<file path="config.mk">
export PLATFORM = sky130hd
export DESIGN_NAME = cev_core_event_controller
export DESIGN_NICKNAME = d
export VERILOG_FILES = /design/src/rtl/cev_pkg.sv /design/src/rtl/cev_core_event_controller.sv
export SDC_FILE = /design/constraint.sdc
export NUM_CORES = 1
export LEC_CHECK = 0
export ABC_AREA = 1
export BUFFER_PORTS_ARGS = -buffer_cell sky130_fd_sc_hd__clkbuf_2
export CORE_UTILIZATION = 45
export DETAILED_ROUTE_END_ITERATION = 7
export GPL_TIMING_DRIVEN = 0
export PLACE_DENSITY = 0.61
export RECOVER_POWER = 100
export SYNTH_ARGS = -nofsm -noshare
export SYNTH_HDL_FRONTEND = slang
export SYNTH_SLANG_ARGS = --single-unit
</file>
<file path="constraint.sdc">
create_clock -name mclk -period 7.3 [get_ports mclk]
set_clock_uncertainty 0.05 [all_clocks]
set_input_delay 0.73 -clock mclk [delete_from_list [all_inputs] [get_ports mclk]]
set_output_delay 0.73 -clock mclk [all_outputs]
set_load 0.01 [all_outputs]
</file>
<file path="src/rtl/cev_pkg.sv">
// Package: constants and types of the core event controller
package cev_pkg;
  localparam int          NUM_SRC      = 16;
  localparam int          NUM_GP       = 9;
  localparam int          LVL_W        = 4;
  localparam int          ADDR_W       = 32;
  localparam int          STATE_W      = 32;
  localparam int          SEL_W        = 4;
  localparam logic [3:0]  LVL_EMU      = 4'h0;
  localparam logic [3:0]  LVL_RST      = 4'h1;
  localparam logic [3:0]  LVL_NMI      = 4'h2;
  localparam logic [3:0]  LVL_EXC      = 4'h3;
  localparam logic [3:0]  LVL_GP_FIRST = 4'h7;
  localparam logic [3:0]  LVL_GP_LAST  = 4'hF;
  localparam logic [3:0]  LVL_SW_FIRST = 4'hE;
  localparam logic [3:0]  LVL_NONE     = 4'hF;
  localparam logic [15:0] ACTIVE_RST   = 16'h0000;
  localparam logic [31:0] ADDR_RST     = 32'h0000_0000;
  localparam logic [3:0]  SEL_RST      = 4'h0;
  localparam logic [15:0] IDLE_CODE    = 16'h0000;
  localparam logic [15:0] IMPL_LEVELS  = 16'hFF8F;

  typedef enum logic [1:0] {
    CEV_IDLE = 2'b00,
    CEV_SAVE = 2'b01,
    CEV_RUN  = 2'b10
  } cev_state_t;

  // Default routing: source i goes to level 7 + (i mod 7)
  function automatic logic [3:0] cev_default_map(input int idx);
    cev_default_map = LVL_GP_FIRST + 4'(idx % 7);
  endfunction : cev_default_map
endpackage : cev_pkg

</file>
<file path="src/rtl/cev_core_event_controller.sv">
// Two-stage event controller: system mapping stage and core priority stage
// Notes on behaviour
// - Emulation event puts the processor into emulation mode, controlled from test port.
// - Reset event returns the whole processor to its reset state; here it raises core_reset and clears only the active set.
// - Nonmaskable event raised by watchdog expiry or the nonmaskable pin.
// - Exceptions are synchronous; faulting instruction is held before completion; hold_insn rises only while no emulation, reset or nonmaskable event is pending.
// - Interrupt events accepted asynchronously from pins, timers and peripherals.
// - Each event class has its own return address register and return instruction.
// - Any taken event except emulation and reset saves processor state onto the supervisor stack.
// - Peripheral requests pass the mapping stage, then the core priority stage.
// - Nine prioritised general levels 7 to 15 plus dedicated events.
// - Mapping starts at a default; assignment writes change routing and priority; writes of a level below 7 are ignored here.
// - Nesting allowed; higher priority always serviced before lower.
`timescale 1ns/1ps
module cev_core_event_controller
  import cev_pkg::*;
#(
  parameter int N_SRC = cev_pkg::NUM_SRC
) (
  input  wire logic                      mclk,
  input  wire logic                      resetn,
  input  wire logic                      emu_req,
  input  wire logic                      sw_reset_req,
  input  wire logic                      wdog_expired,
  input  wire logic                      nmi_pin,
  input  wire logic                      exc_req,
  input  wire logic [N_SRC-1:0]          periph_irq,
  input  wire logic [1:0]                sw_irq,
  input  wire logic                      assign_we,
  input  wire logic [$clog2(N_SRC)-1:0]  assign_idx,
  input  wire logic [cev_pkg::LVL_W-1:0] assign_lvl,
  input  wire logic [cev_pkg::ADDR_W-1:0] pc_now,
  input  wire logic [cev_pkg::STATE_W-1:0] proc_state,
  input  wire logic                      rtn_valid,
  input  wire logic [cev_pkg::LVL_W-1:0] rtn_lvl,
  output logic                           emu_mode,
  output logic                           core_reset,
  output logic                           hold_insn,
  output logic                           event_take,
  output logic [cev_pkg::LVL_W-1:0]      event_lvl,
  output logic                           save_push,
  output logic [cev_pkg::STATE_W-1:0]    save_data,
  output logic [cev_pkg::ADDR_W-1:0]     resume_addr,
  output logic                           resume_valid,
  output logic [15:0]                    active_levels
);
  import cev_pkg::*;

  // ----------------------------------------------------------------
  // Input synchronisers
  // ----------------------------------------------------------------
  // Pins and peripherals are asynchronous: three stages, edge on agreement
  localparam int NA = N_SRC + 4;
  logic [NA-1:0] s1_reg, s2_reg, s3_reg, filt_reg;
  wire  [NA-1:0] raw_in = {periph_irq, sw_irq, emu_req, nmi_pin};
  wire  [NA-1:0] filt_next = (s2_reg == s3_reg) ? s2_reg : filt_reg;

  always_ff @(posedge mclk or negedge resetn) begin
    if (!resetn) begin
      s1_reg   <= '0;
      s2_reg   <= '0;
      s3_reg   <= '0;
      filt_reg <= '0;
    end else begin
      s1_reg   <= raw_in;
      s2_reg   <= s1_reg;
      s3_reg   <= s2_reg;
      filt_reg <= filt_next;
    end
  end

  wire              nmi_sync  = filt_reg[0];
  wire              emu_sync  = filt_reg[1];
  wire [1:0]        sw_sync   = filt_reg[3:2];
  wire [N_SRC-1:0]  irq_sync  = filt_reg[NA-1:4];

  // ----------------------------------------------------------------
  // System mapping stage
  // ----------------------------------------------------------------
  logic [LVL_W-1:0] map_reg [N_SRC];

  always_ff @(posedge mclk or negedge resetn) begin
    if (!resetn) begin
      for (int i = 0; i < N_SRC; i++) map_reg[i] <= cev_default_map(i);
    end else if (assign_we && assign_lvl >= LVL_GP_FIRST) begin
      map_reg[assign_idx] <= assign_lvl;
    end
  end

  // Route sources onto levels; software levels also fed from sw_irq
  logic [15:0] gp_pend;
  always_comb begin
    gp_pend = '0;
    for (int i = 0; i < N_SRC; i++)
      if (irq_sync[i]) gp_pend[map_reg[i]] = 1'b1;
    gp_pend[LVL_SW_FIRST]     = gp_pend[LVL_SW_FIRST] | sw_sync[0];
    gp_pend[LVL_SW_FIRST + 1] = gp_pend[LVL_SW_FIRST + 1] | sw_sync[1];
  end

  // ----------------------------------------------------------------
  // Core priority stage
  // ----------------------------------------------------------------
  wire [15:0] pend = {gp_pend[15:7], 3'b000, exc_req,
                      nmi_sync | wdog_expired, sw_reset_req, emu_sync} & IMPL_LEVELS;

  function automatic logic [4:0] lowest_set(input logic [15:0] v);
    lowest_set = 5'h10;
    for (int k = 15; k >= 0; k--) if (v[k]) lowest_set = 5'(k);
  endfunction : lowest_set

  logic [15:0]       act_reg;
  logic [ADDR_W-1:0] ret_reg [16];
  cev_state_t        st_reg;
  logic [LVL_W-1:0]  lvl_reg;

  wire [4:0] pend_top = lowest_set(pend);
  wire [4:0] act_top  = lowest_set(act_reg);
  // Only strictly higher priority nests; equal level waits for return
  wire       preempt  = (pend_top < act_top) && st_reg != CEV_SAVE;
  wire [3:0] new_lvl  = pend_top[3:0];
  wire       rtn_ok   = rtn_valid && act_reg[rtn_lvl];
  wire       exc_now  = exc_req && (pend_top == {1'b0, LVL_EXC});

  wire        in_live  = (st_reg == CEV_IDLE) || (st_reg == CEV_RUN);
  wire        take_now = preempt && in_live;
  // Take beats return in one cycle; no return is taken during the save
  wire        rtn_now  = rtn_ok && !preempt && in_live;
  wire        save_now = (st_reg == CEV_SAVE);
  // Reset and emulation do not push state
  wire        push_now = save_now && (lvl_reg > LVL_RST);
  wire        rst_done = save_now && (lvl_reg == LVL_RST);
  wire [15:0] act_left = act_reg & ~(16'h1 << rtn_lvl);

  // ----------------------------------------------------------------
  // Event state
  // ----------------------------------------------------------------
  always_ff @(posedge mclk or negedge resetn) begin
    if (!resetn) begin
      st_reg  <= CEV_IDLE;
      lvl_reg <= LVL_NONE;
    end else begin
      case (st_reg)
        CEV_IDLE, CEV_RUN: begin
          if (take_now) begin
            st_reg  <= CEV_SAVE;
            lvl_reg <= new_lvl;
          end else if (rtn_now) begin
            st_reg <= (act_left == '0) ? CEV_IDLE : CEV_RUN;
          end
        end
        CEV_SAVE: st_reg <= CEV_RUN;
        default:  st_reg <= CEV_IDLE;
      endcase
    end
  end

  // ----------------------------------------------------------------
  // Active set and return addresses
  // ----------------------------------------------------------------
  always_ff @(posedge mclk or negedge resetn) begin
    if (!resetn) begin
      act_reg <= ACTIVE_RST;
    end else if (take_now) begin
      act_reg[new_lvl] <= 1'b1;
    end else if (rtn_now) begin
      act_reg[rtn_lvl] <= 1'b0;
    end else if (rst_done) begin
      act_reg <= ACTIVE_RST;
    end
  end

  // One slot per level, so nested handlers never overwrite each other
  always_ff @(posedge mclk or negedge resetn) begin
    if (!resetn) begin
      for (int i = 0; i < 16; i++) ret_reg[i] <= ADDR_RST;
    end else if (take_now) begin
      ret_reg[new_lvl] <= pc_now;
    end
  end

  // ----------------------------------------------------------------
  // Sequencer outputs
  // ----------------------------------------------------------------
  always_ff @(posedge mclk or negedge resetn) begin
    if (!resetn) begin
      event_take   <= 1'b0;
      event_lvl    <= LVL_NONE;
      save_push    <= 1'b0;
      save_data    <= '0;
      resume_valid <= 1'b0;
      resume_addr  <= ADDR_RST;
    end else begin
      event_take   <= take_now;
      save_push    <= push_now;
      resume_valid <= rtn_now;
      if (take_now) begin
        event_lvl <= new_lvl;
      end
      if (push_now) begin
        save_data <= proc_state;
      end
      if (rtn_now) begin
        resume_addr <= ret_reg[rtn_lvl];
      end
    end
  end

  // ----------------------------------------------------------------
  // Status outputs
  // ----------------------------------------------------------------
  always_ff @(posedge mclk or negedge resetn) begin
    if (!resetn) begin
      emu_mode      <= 1'b0;
      core_reset    <= 1'b0;
      hold_insn     <= 1'b0;
      active_levels <= ACTIVE_RST;
    end else begin
      hold_insn     <= exc_now;
      core_reset    <= pend[LVL_RST];
      active_levels <= act_reg;
      if (take_now && new_lvl == LVL_EMU) begin
        emu_mode <= 1'b1;
      end else if (rtn_now && rtn_lvl == LVL_EMU) begin
        emu_mode <= 1'b0;
      end
    end
  end
endmodule : cev_core_event_controller

</file>
==> results of run 1 <==
-- worst register-to-register path: cells and delay by family (launching register included) --
family | cells | cell delay (ns)
AO/OA/AOI/OAI | 1 | 0.08
adder cells (fa/ha/maj) | 1 | 0.26
buffers and inverters | 6 | 1.55
flip-flops | 1 | 0.57
AND/OR/NAND/NOR | 17 | 2.37
-- kinds of logic (layout without fill, tap and decap cells) --
group / after synthesis / after routing
mux: 4 / 4
flops: 764 / 764
other cells: 0 / 4
fa+ha+maj: 3 / 3
buf+inv: 547 / 896
compound gates: 656 / 656
xor+xnor: 13 / 13
simple gates: 1900 / 1900
-- area by class of cell --
class                      instances  area, um^2
buffer                           343        1380
clock inverter                    29         345
fill                            7150       35800
tap                              969        1210
multi-input combinational       2576       12200
antenna                            4        10.0
timing repair buffer             201        1070
clock buffer                     119        2370
inverter                         204         766
sequential                       764       19200
-- stage by stage --
stage               setup slack (ns)   util  hold slack, ns  instances
CTS                             3.07  0.523           0.103       5205
finish                          2.28  0.519           0.159       5209
global placement              -13.20  0.483           0.284       5048
global route                    1.56  0.518           0.141       5206
floorplan                       4.30      -           0.281       3887
detailed placement              3.01  0.487           0.285       5057
-- worst max path at each step --
stage                            to  slack (ns)  depth (start not counted)
floorplan              ret_reg[451]        4.30                         21
global placement      save_data[18]      -13.20                          1
detailed placement  resume_addr[19]        3.01                          9
CTS                    ret_reg[502]        3.07                         20
global route          save_data[14]        1.56                          5
finish                 ret_reg[433]        2.28                         25
-- where the power goes --
| group | internal (W) | leakage (nW) | switching, W |
|---|---|---|---|
| logic | 0.000612 | 7.51 | 0.00159 |
| clock network | 0.00248 | 1.33 | 0.00176 |
| registers | 0.00484 | 10.1 | 0.000367 |
| total | 0.00793 | 19.0 | 0.00372 |
-- Yosys cell counts (25+ instances only) --
cell       number
a2111oi_0      32
a21boi_0       32
a21oi_1        97
a22oi_1       257
buf_2          36
buf_4          38
clkbuf_1      250
dfrtp_1       724
dfstp_2        40
inv_1         193
nand2_1      1231
nand3_1       382
nand4_1        46
nor2_1        175
nor3_1         25
o21ai_0       174
o21ai_1        44
-- layout by cell type (no fill, tap or decap), types with 7 or more instances in the layout --
cell type  synthesis  routed
nand2_1         1231    1240
a21oi_1           97      97
nand4_1           46      46
nor2_1           175     175
xor2_1             7       7
a2111oi_0         32      32
clkbuf_8           0      14
nand3_1          382     383
o21ai_0          174     211
nor4_1            10      10
buf_2             36      14
buf_16             0       8
clkbuf_16          0      84
buf_4             38      19
nor3_1            25      25
o22ai_1           10      10
inv_1            193     194
clkinv_2           0      14
a22oi_1          257     257
clkbuf_1         250     424
clkbuf_2           2      95
a21boi_0          32      32
dfrtp_1          724     724
dfstp_2           40      39
o21ai_1           44       7
-- metal layers --
metal  routed length [um]  share of wire
met1                51400           0.45
met2                50000           0.44
met3                 9830          0.086
met4                 3340          0.029
met5                    0              0
==> summary.md, run 1 <==
| Metric | Value |
|---|---|
| DIE AREA | 0.0761 mm^2 |
| Synthesized instance count | 3887 |
| Max Freq | roughly 0.20 GHz |
| Initial Util | 0.454 |
| Critical path type | register to register |
| Worst hold endpoint | s1_reg[15] |
| Final setup TNS | 0 ns |
| Vias in the first global route | 27700 |
| Number of remaining DRC errors | 2 |
| Gpl congestion | 0.931 |
| Final period util | 0.688 |
| EDFF count, synth | 0 |
| Vias per inst | 5.61 |
| Max stage delay on crit path | roughly 0.57 ns |
| WL/cell | 22.0 um |
| Reg2Reg Capture Point | ret_reg[433] |
| I/O Pins | around 190 |
| Synth cell types | between 40 and 50 |
| Gr busiest metal | met2 |
| CP max-delay cell | dfstp_1 |
| CTS tree | built |
| Most frequent cell on the critical path | nand2_1 |
| M1 GR Usage | 0.448 |
| Largest family of logic cells by synthesized area | simple AND/OR/NAND/NOR gates |
| Crit. Startpoint | map_reg[52] |
| Worst hold start | periph_irq[11] |
| Syn avg cell area | 8.69 um^2 |
| P_leak | 19.0 nW |
| Post-CTS setup buffer count | 0 |
| Area share of the largest cell type after synthesis | 0.537 |
| Final setup fails | 0 |
| Flop2flop setup slack | 2.28 ns |
| Power per cell area | between 300 and 400 mW/mm^2 |
| Max VDD drop | around 0.00017 V |
| Most common flop cell mapped by yosys | dfrtp_1 |
| Netlist Area Pre-Place | 0.0338 mm^2 |
| Most area-consuming cells after synthesis | dfrtp_1 (54%), nand2_1 (14%), a22oi_1 (5.7%) |
| Port buffer count | 192 |
| Nets | ~4300 |
| H-tree levels | 3 |
| Ys Warns | 0 |
| Clock Pin Slew Worst Setup and Hold Paths | 0.06 ns |
| Cell taking the most area after synthesis | dfrtp_1 |
| CP delay by family, top | simple AND/OR/NAND/NOR gates |
| Simple-Gate Fraction of Synth Area | 0.234 |
| Worst path bufs/invs | 6 |
| Hold buffers post-CTS | 0 |
| Max reg flops | 512 |
| CTS sink count | 764 |
| Worst Max-Slew Pin Slew | 4.55 ns |
| Cell area after layout | 0.0385 mm^2 |
| Post-Synth Adder-Cell Area | 0.00111 |
| First-pass GRT wire length | 173 mm |
| Layout cells sized above 1 | 0.0772 |
| Worst slew margin | -2.03 |
| GRT Residual Overflow | 0 |
| Worst min path class | input port to register |
| DRT Pass-1 Iters | 8 |
| Rows | 100 |
| WHS Path Cells | 1 |
| Antenna Nets Post-Route | 0 |
| Clock latency on the worst-skew pair | about 0.64 ns |
| Die height | 276 um |
| Tmin final | ~5.0 ns |
| Max-slew violation count | 80 |
| Reg2reg path depth | 25 |
| GRT Total Usage | 0.304 |
| CP Max Fanout | 10 |
| Compound-gate portion of the synthesized area | 0.123 |
| CTS buffer count | a little over 80 |
| Unrepaired setup endpoints after global routing | no |
| Met2 GRT Util | 0.449 |
| Worst reg2reg startpoint | map_reg[52] |
| Dpl hpwl | 79.1 mm |
| Max clock buf depth | 3 |
| Core box area | 0.0743 mm^2 |
| Critical path arrival | 5.49 ns |
| CP startpoint kind | register |
| Largest net degree at the start of global routing | roughly 110 |
| Status | finished with violations |
| Worst path required time | 7.77 ns |
| Final Hold Violating Endpoints | 0 |
| Vias | 29200 |
| Placed cell area | 0.0362 mm^2 |
| Antenna violations before repair | 3 |
| Crit end category | register |
| Post-synthesis mux area share | 0.00133 |
| GRT met3 Usage | 0.0537 |
| Number of gates resized after cts | 0 |
| Seq cells post-synth | approximately 760 |
| Root buf cell | clkbuf_16 |
| Synthesized Nets | roughly 4000 |
| Max-capacitance violation count | 1 |
| PnR Total Power | roughly 0.012 W |
| Xor and xnor area share after synthesis | 0.00337 |
| Register area share after synthesis | 0.568 |
| DIE WIDTH | roughly 280 um |
| Routed wire length | 115 mm |
| Failing checks | DRC, capacitance limit, slew limit |
| Ys async rst share | 1.00 |
| Starting DRT DRC Count | 3226 |
| Area Overhead vs Synth | 14.2% |
(Power assumes the default switching activity.)
==> run 2: changes to the inputs <==
PLACE_DENSITY = 0.63   (was 0.61)
clock period = 4.27 ns   (was 7.3 ns; I/O delays follow)
==> run 2 against run 1 <==
The run ends with capacitance limit, slew limit left. Non-clock buffer count increased by 58. Critical path depth decreased by 2. Critical endpoint is now resume_addr[20]. Sequential power increased by 71%. Worst hold slack got worse by 0.14 ns. Via count increased by 1.1%. First-iteration DRC count increased by 0.56%.
==> summary.md, run 2 (synthesis results as in run 1) <==
| Metric | Value |
|---|---|
| Area Overhead vs Synth | 16.6% (was 14.2%) |
| Layout cells sized above 1 | 0.0939 (was 0.0772) |
| Worst hold start | pc_now[19] (was periph_irq[11]) |
| H-tree levels | 3 (unchanged) |
| CP Cell Sequence | inv_1 -> nand3_1 -> inv_1 -> nand2_1 -> nand2_1 -> nor3_1 -> nand2_1 -> nor2_1 -> nand2_1 -> nor2_1 -> nand3_1 -> nand2_2 -> inv_1 -> ha_1 -> nand2_1 -> nor2_1 -> nor2_4 -> nand2_2 -> nand2_1 -> buf_6 -> buf_4 -> nand2_1 -> o21ai_1 |
| First-pass GRT wire length | 175 mm (was 173 mm) |
| Root buf cell | clkbuf_16 (unchanged) |
| Crit. Startpoint | map_reg[10] (was map_reg[52]) |
| Antenna Nets Post-Route | 0 (unchanged) |
| Worst path required time | 4.78 ns (was 7.77 ns) |
| Starting DRT DRC Count | 3244 (was 3226) |
| I/O Pins | 193 (unchanged) |
| Routed met1 length | 50.6 mm (was 51.4 mm) |
| Commonest non-fill, non-tap cell in the layout | nand2_1 (unchanged) |
| CTS tree | built (unchanged) |
| Max Freq | 0.255 GHz (was 0.199 GHz) |
| Critical path arrival | 4.43 ns (was 5.49 ns) |
| Rows | 100 (unchanged) |
| Max VDD drop | 0.000291 V (was 0.000166 V) |
| P_leak | 19.4 nW (was 19.0 nW) |
| Core box area | 0.0743 mm^2 (unchanged) |
| CP Max Fanout | 10 (unchanged) |
| Worst min path class | input port to register (unchanged) |
| Max clock buf depth | 3 (unchanged) |
| Largest net degree at the start of global routing | 113 (was 112) |
| Top Metal Used | met4 (unchanged) |
| Die height | 276 um (unchanged) |
| Failing checks | capacitance limit, slew limit (was DRC, capacitance limit, slew limit) |
| CTS buffer count | 82 (unchanged) |
| Wire length on met2 | 49.9 mm (was 50.0 mm) |
| CP delay by family, top | simple AND/OR/NAND/NOR gates (unchanged) |
| Most frequent cells in the layout | nand2_1 (1229), dfrtp_1 (724), nand3_1 (382) (was nand2_1 (1240), dfrtp_1 (724), clkbuf_1 (424)) |
| Crit end category | register (unchanged) |
| Worst slew margin | -0.629 (was -2.03) |
| Number of remaining DRC errors | 0 (was 2) |
| Port buffer count | 192 (unchanged) |
| Vias | 29500 (was 29200) |
| Max reg flops | 512 (unchanged) |
| Nets | 4336 (was 4278) |
| GRT Total Usage | 0.307 (was 0.304) |
| Layout Utilization | 0.530 (was 0.519) |
| Met3 routed WL | 11.4 mm (was 9.83 mm) |
| Clock latency on the worst-skew pair | 0.64 ns (about the same) |
| Dpl hpwl | 78.8 mm (was 79.1 mm) |
| Worst path bufs/invs | 5 (was 6) |
| GRT Residual Overflow | 0 (unchanged) |
| Max stage delay on crit path | 0.55 ns (was 0.57 ns) |
| CP startpoint kind | register (unchanged) |
| Max-capacitance violation count | 1 (unchanged) |
| Worst Max-Slew Pin Slew | 2.44 ns (was 4.55 ns) |
| Vias in the first global route | 28500 (was 27700) |
| Initial Util | 0.454 (unchanged) |
| Final Hold Violating Endpoints | 0 (unchanged) |
| Most frequent cell on the critical path | nand2_1 (unchanged) |
| DIE WIDTH | 276 um (unchanged) |
| Antenna violations before repair | 3 (unchanged) |
| WL/cell | 22.0 um (about the same) |
| CP max-delay cell | dfstp_2 (was dfstp_1) |
| Critical path type | register to register (unchanged) |
| Power per cell area | 514 mW/mm^2 (was 302 mW/mm^2) |
| Tmin final | 3.92 ns (was 5.02 ns) |
| Final setup fails | 0 (unchanged) |
| Worst Hold Slack | 0.0217 ns (was 0.159 ns) |
| Gpl congestion | 0.939 (was 0.931) |
| Clock Pin Slew Worst Setup and Hold Paths | 0.06 ns (about the same) |
| Max-slew violation count | 85 (was 80) |
| Post-CTS setup buffer count | 0 (unchanged) |
| DIE AREA | 0.0761 mm^2 (unchanged) |
| Worst reg2reg startpoint | map_reg[10] (was map_reg[52]) |
| Status | finished with violations (unchanged) |
| Final period util | 0.918 (was 0.688) |
| Routed wire length | 116 mm (was 115 mm) |
| CTS sink count | 764 (unchanged) |
| DRT Pass-1 Iters | 6 (was 8) |
| Vias per inst | 5.61 (about the same) |
[run 2: cell types whose count changed in the layout (fill, tap and decap cells not counted), moves of 6 or more]
| cell | before | now |
|---|---|---|
| buf_2 | 14 | 28 |
| o21ai_0 | 211 | 174 |
| o21ai_1 | 7 | 44 |
| buf_4 | 19 | 39 |
| clkbuf_2 | 95 | 103 |
| buf_6 | 1 | 12 |
| clkbuf_4 | 0 | 10 |
| nand2_2 | 5 | 11 |
| clkbuf_1 | 424 | 359 |
| dlygate4sd3_1 | 0 | 60 |
| nand2_1 | 1240 | 1229 |
[run 2: repair_timing]
action,in CTS,in global routing
endpoints found under the hold margin,143,0
hold buffers,60,0
gates resized for setup,1,41
setup endpoints to repair,10,433
[run 2: per-layer routing]
layer / global-route usage / up-vias
met4: 0.108 / 0
met2: 0.449 / 1403
met5: 0 / -
li1: - / 13500
met3: 0.0731 / 227
met1: 0.445 / 14400
[run 2: worst register-to-register path, delay by kind of cell (launching register included)]
family          cells  cell delay [ns]
buf+inv             5             0.81
flops               1             0.55
fa+ha+maj           1             0.30
compound gates      1             0.10
simple gates       16             2.06
[run 2: report_power, final]
| part | internal (W) | switching, W | total [W] | leakage, nW |
|---|---|---|---|---|
| sequential | 0.00828 | 0.000635 | 0.00891 | 10.1 |
| combinational | 0.00120 | 0.00280 | 0.00401 | 7.98 |
| clock | 0.00427 | 0.00306 | 0.00733 | 1.35 |
[run 2: worst paths after layout]
check	end	slack, ns	cells past startpoint
worst max-delay path	resume_addr[20]	0.35	23
worst min-delay path	ret_reg[467]	0.02	3
worst max register to register	resume_addr[20]	0.35	23
worst min register to register	s2_reg[9]	0.30	0
max in group asynchronous	save_data[9]	0.65	5
min in group asynchronous	ret_reg[361]	1.01	2
[run 2: metrics by stage]
stage	std cells	setup TNS, ns	total power (W)	worst slack (ns)	area, um^2
2_1_floorplan	3887	0	0.0112	1.27	33800
3_3_place_gp	5048	-	0.0129	-15.71	35900
3_5_place_dp	5055	-0.171	0.0129	-0.0310	36100
4_1_cts	5263	0	0.0203	0.0195	39500
5_1_grt	5265	-0.0486	0.0211	-0.0120	39400
6_report	5266	0	0.0202	0.351	39400
[run 2: cell type report]
class / instances / area, um^2
fill: 7063 / 34900
sequential: 764 / 19200
multi-input combinational: 2576 / 12300
clock buffer: 118 / 2390
buffer: 343 / 1600
timing repair buffer: 259 / 1600
tap: 969 / 1210
inverter: 204 / 766
clock inverter: 30 / 348
antenna: 3 / 7.51
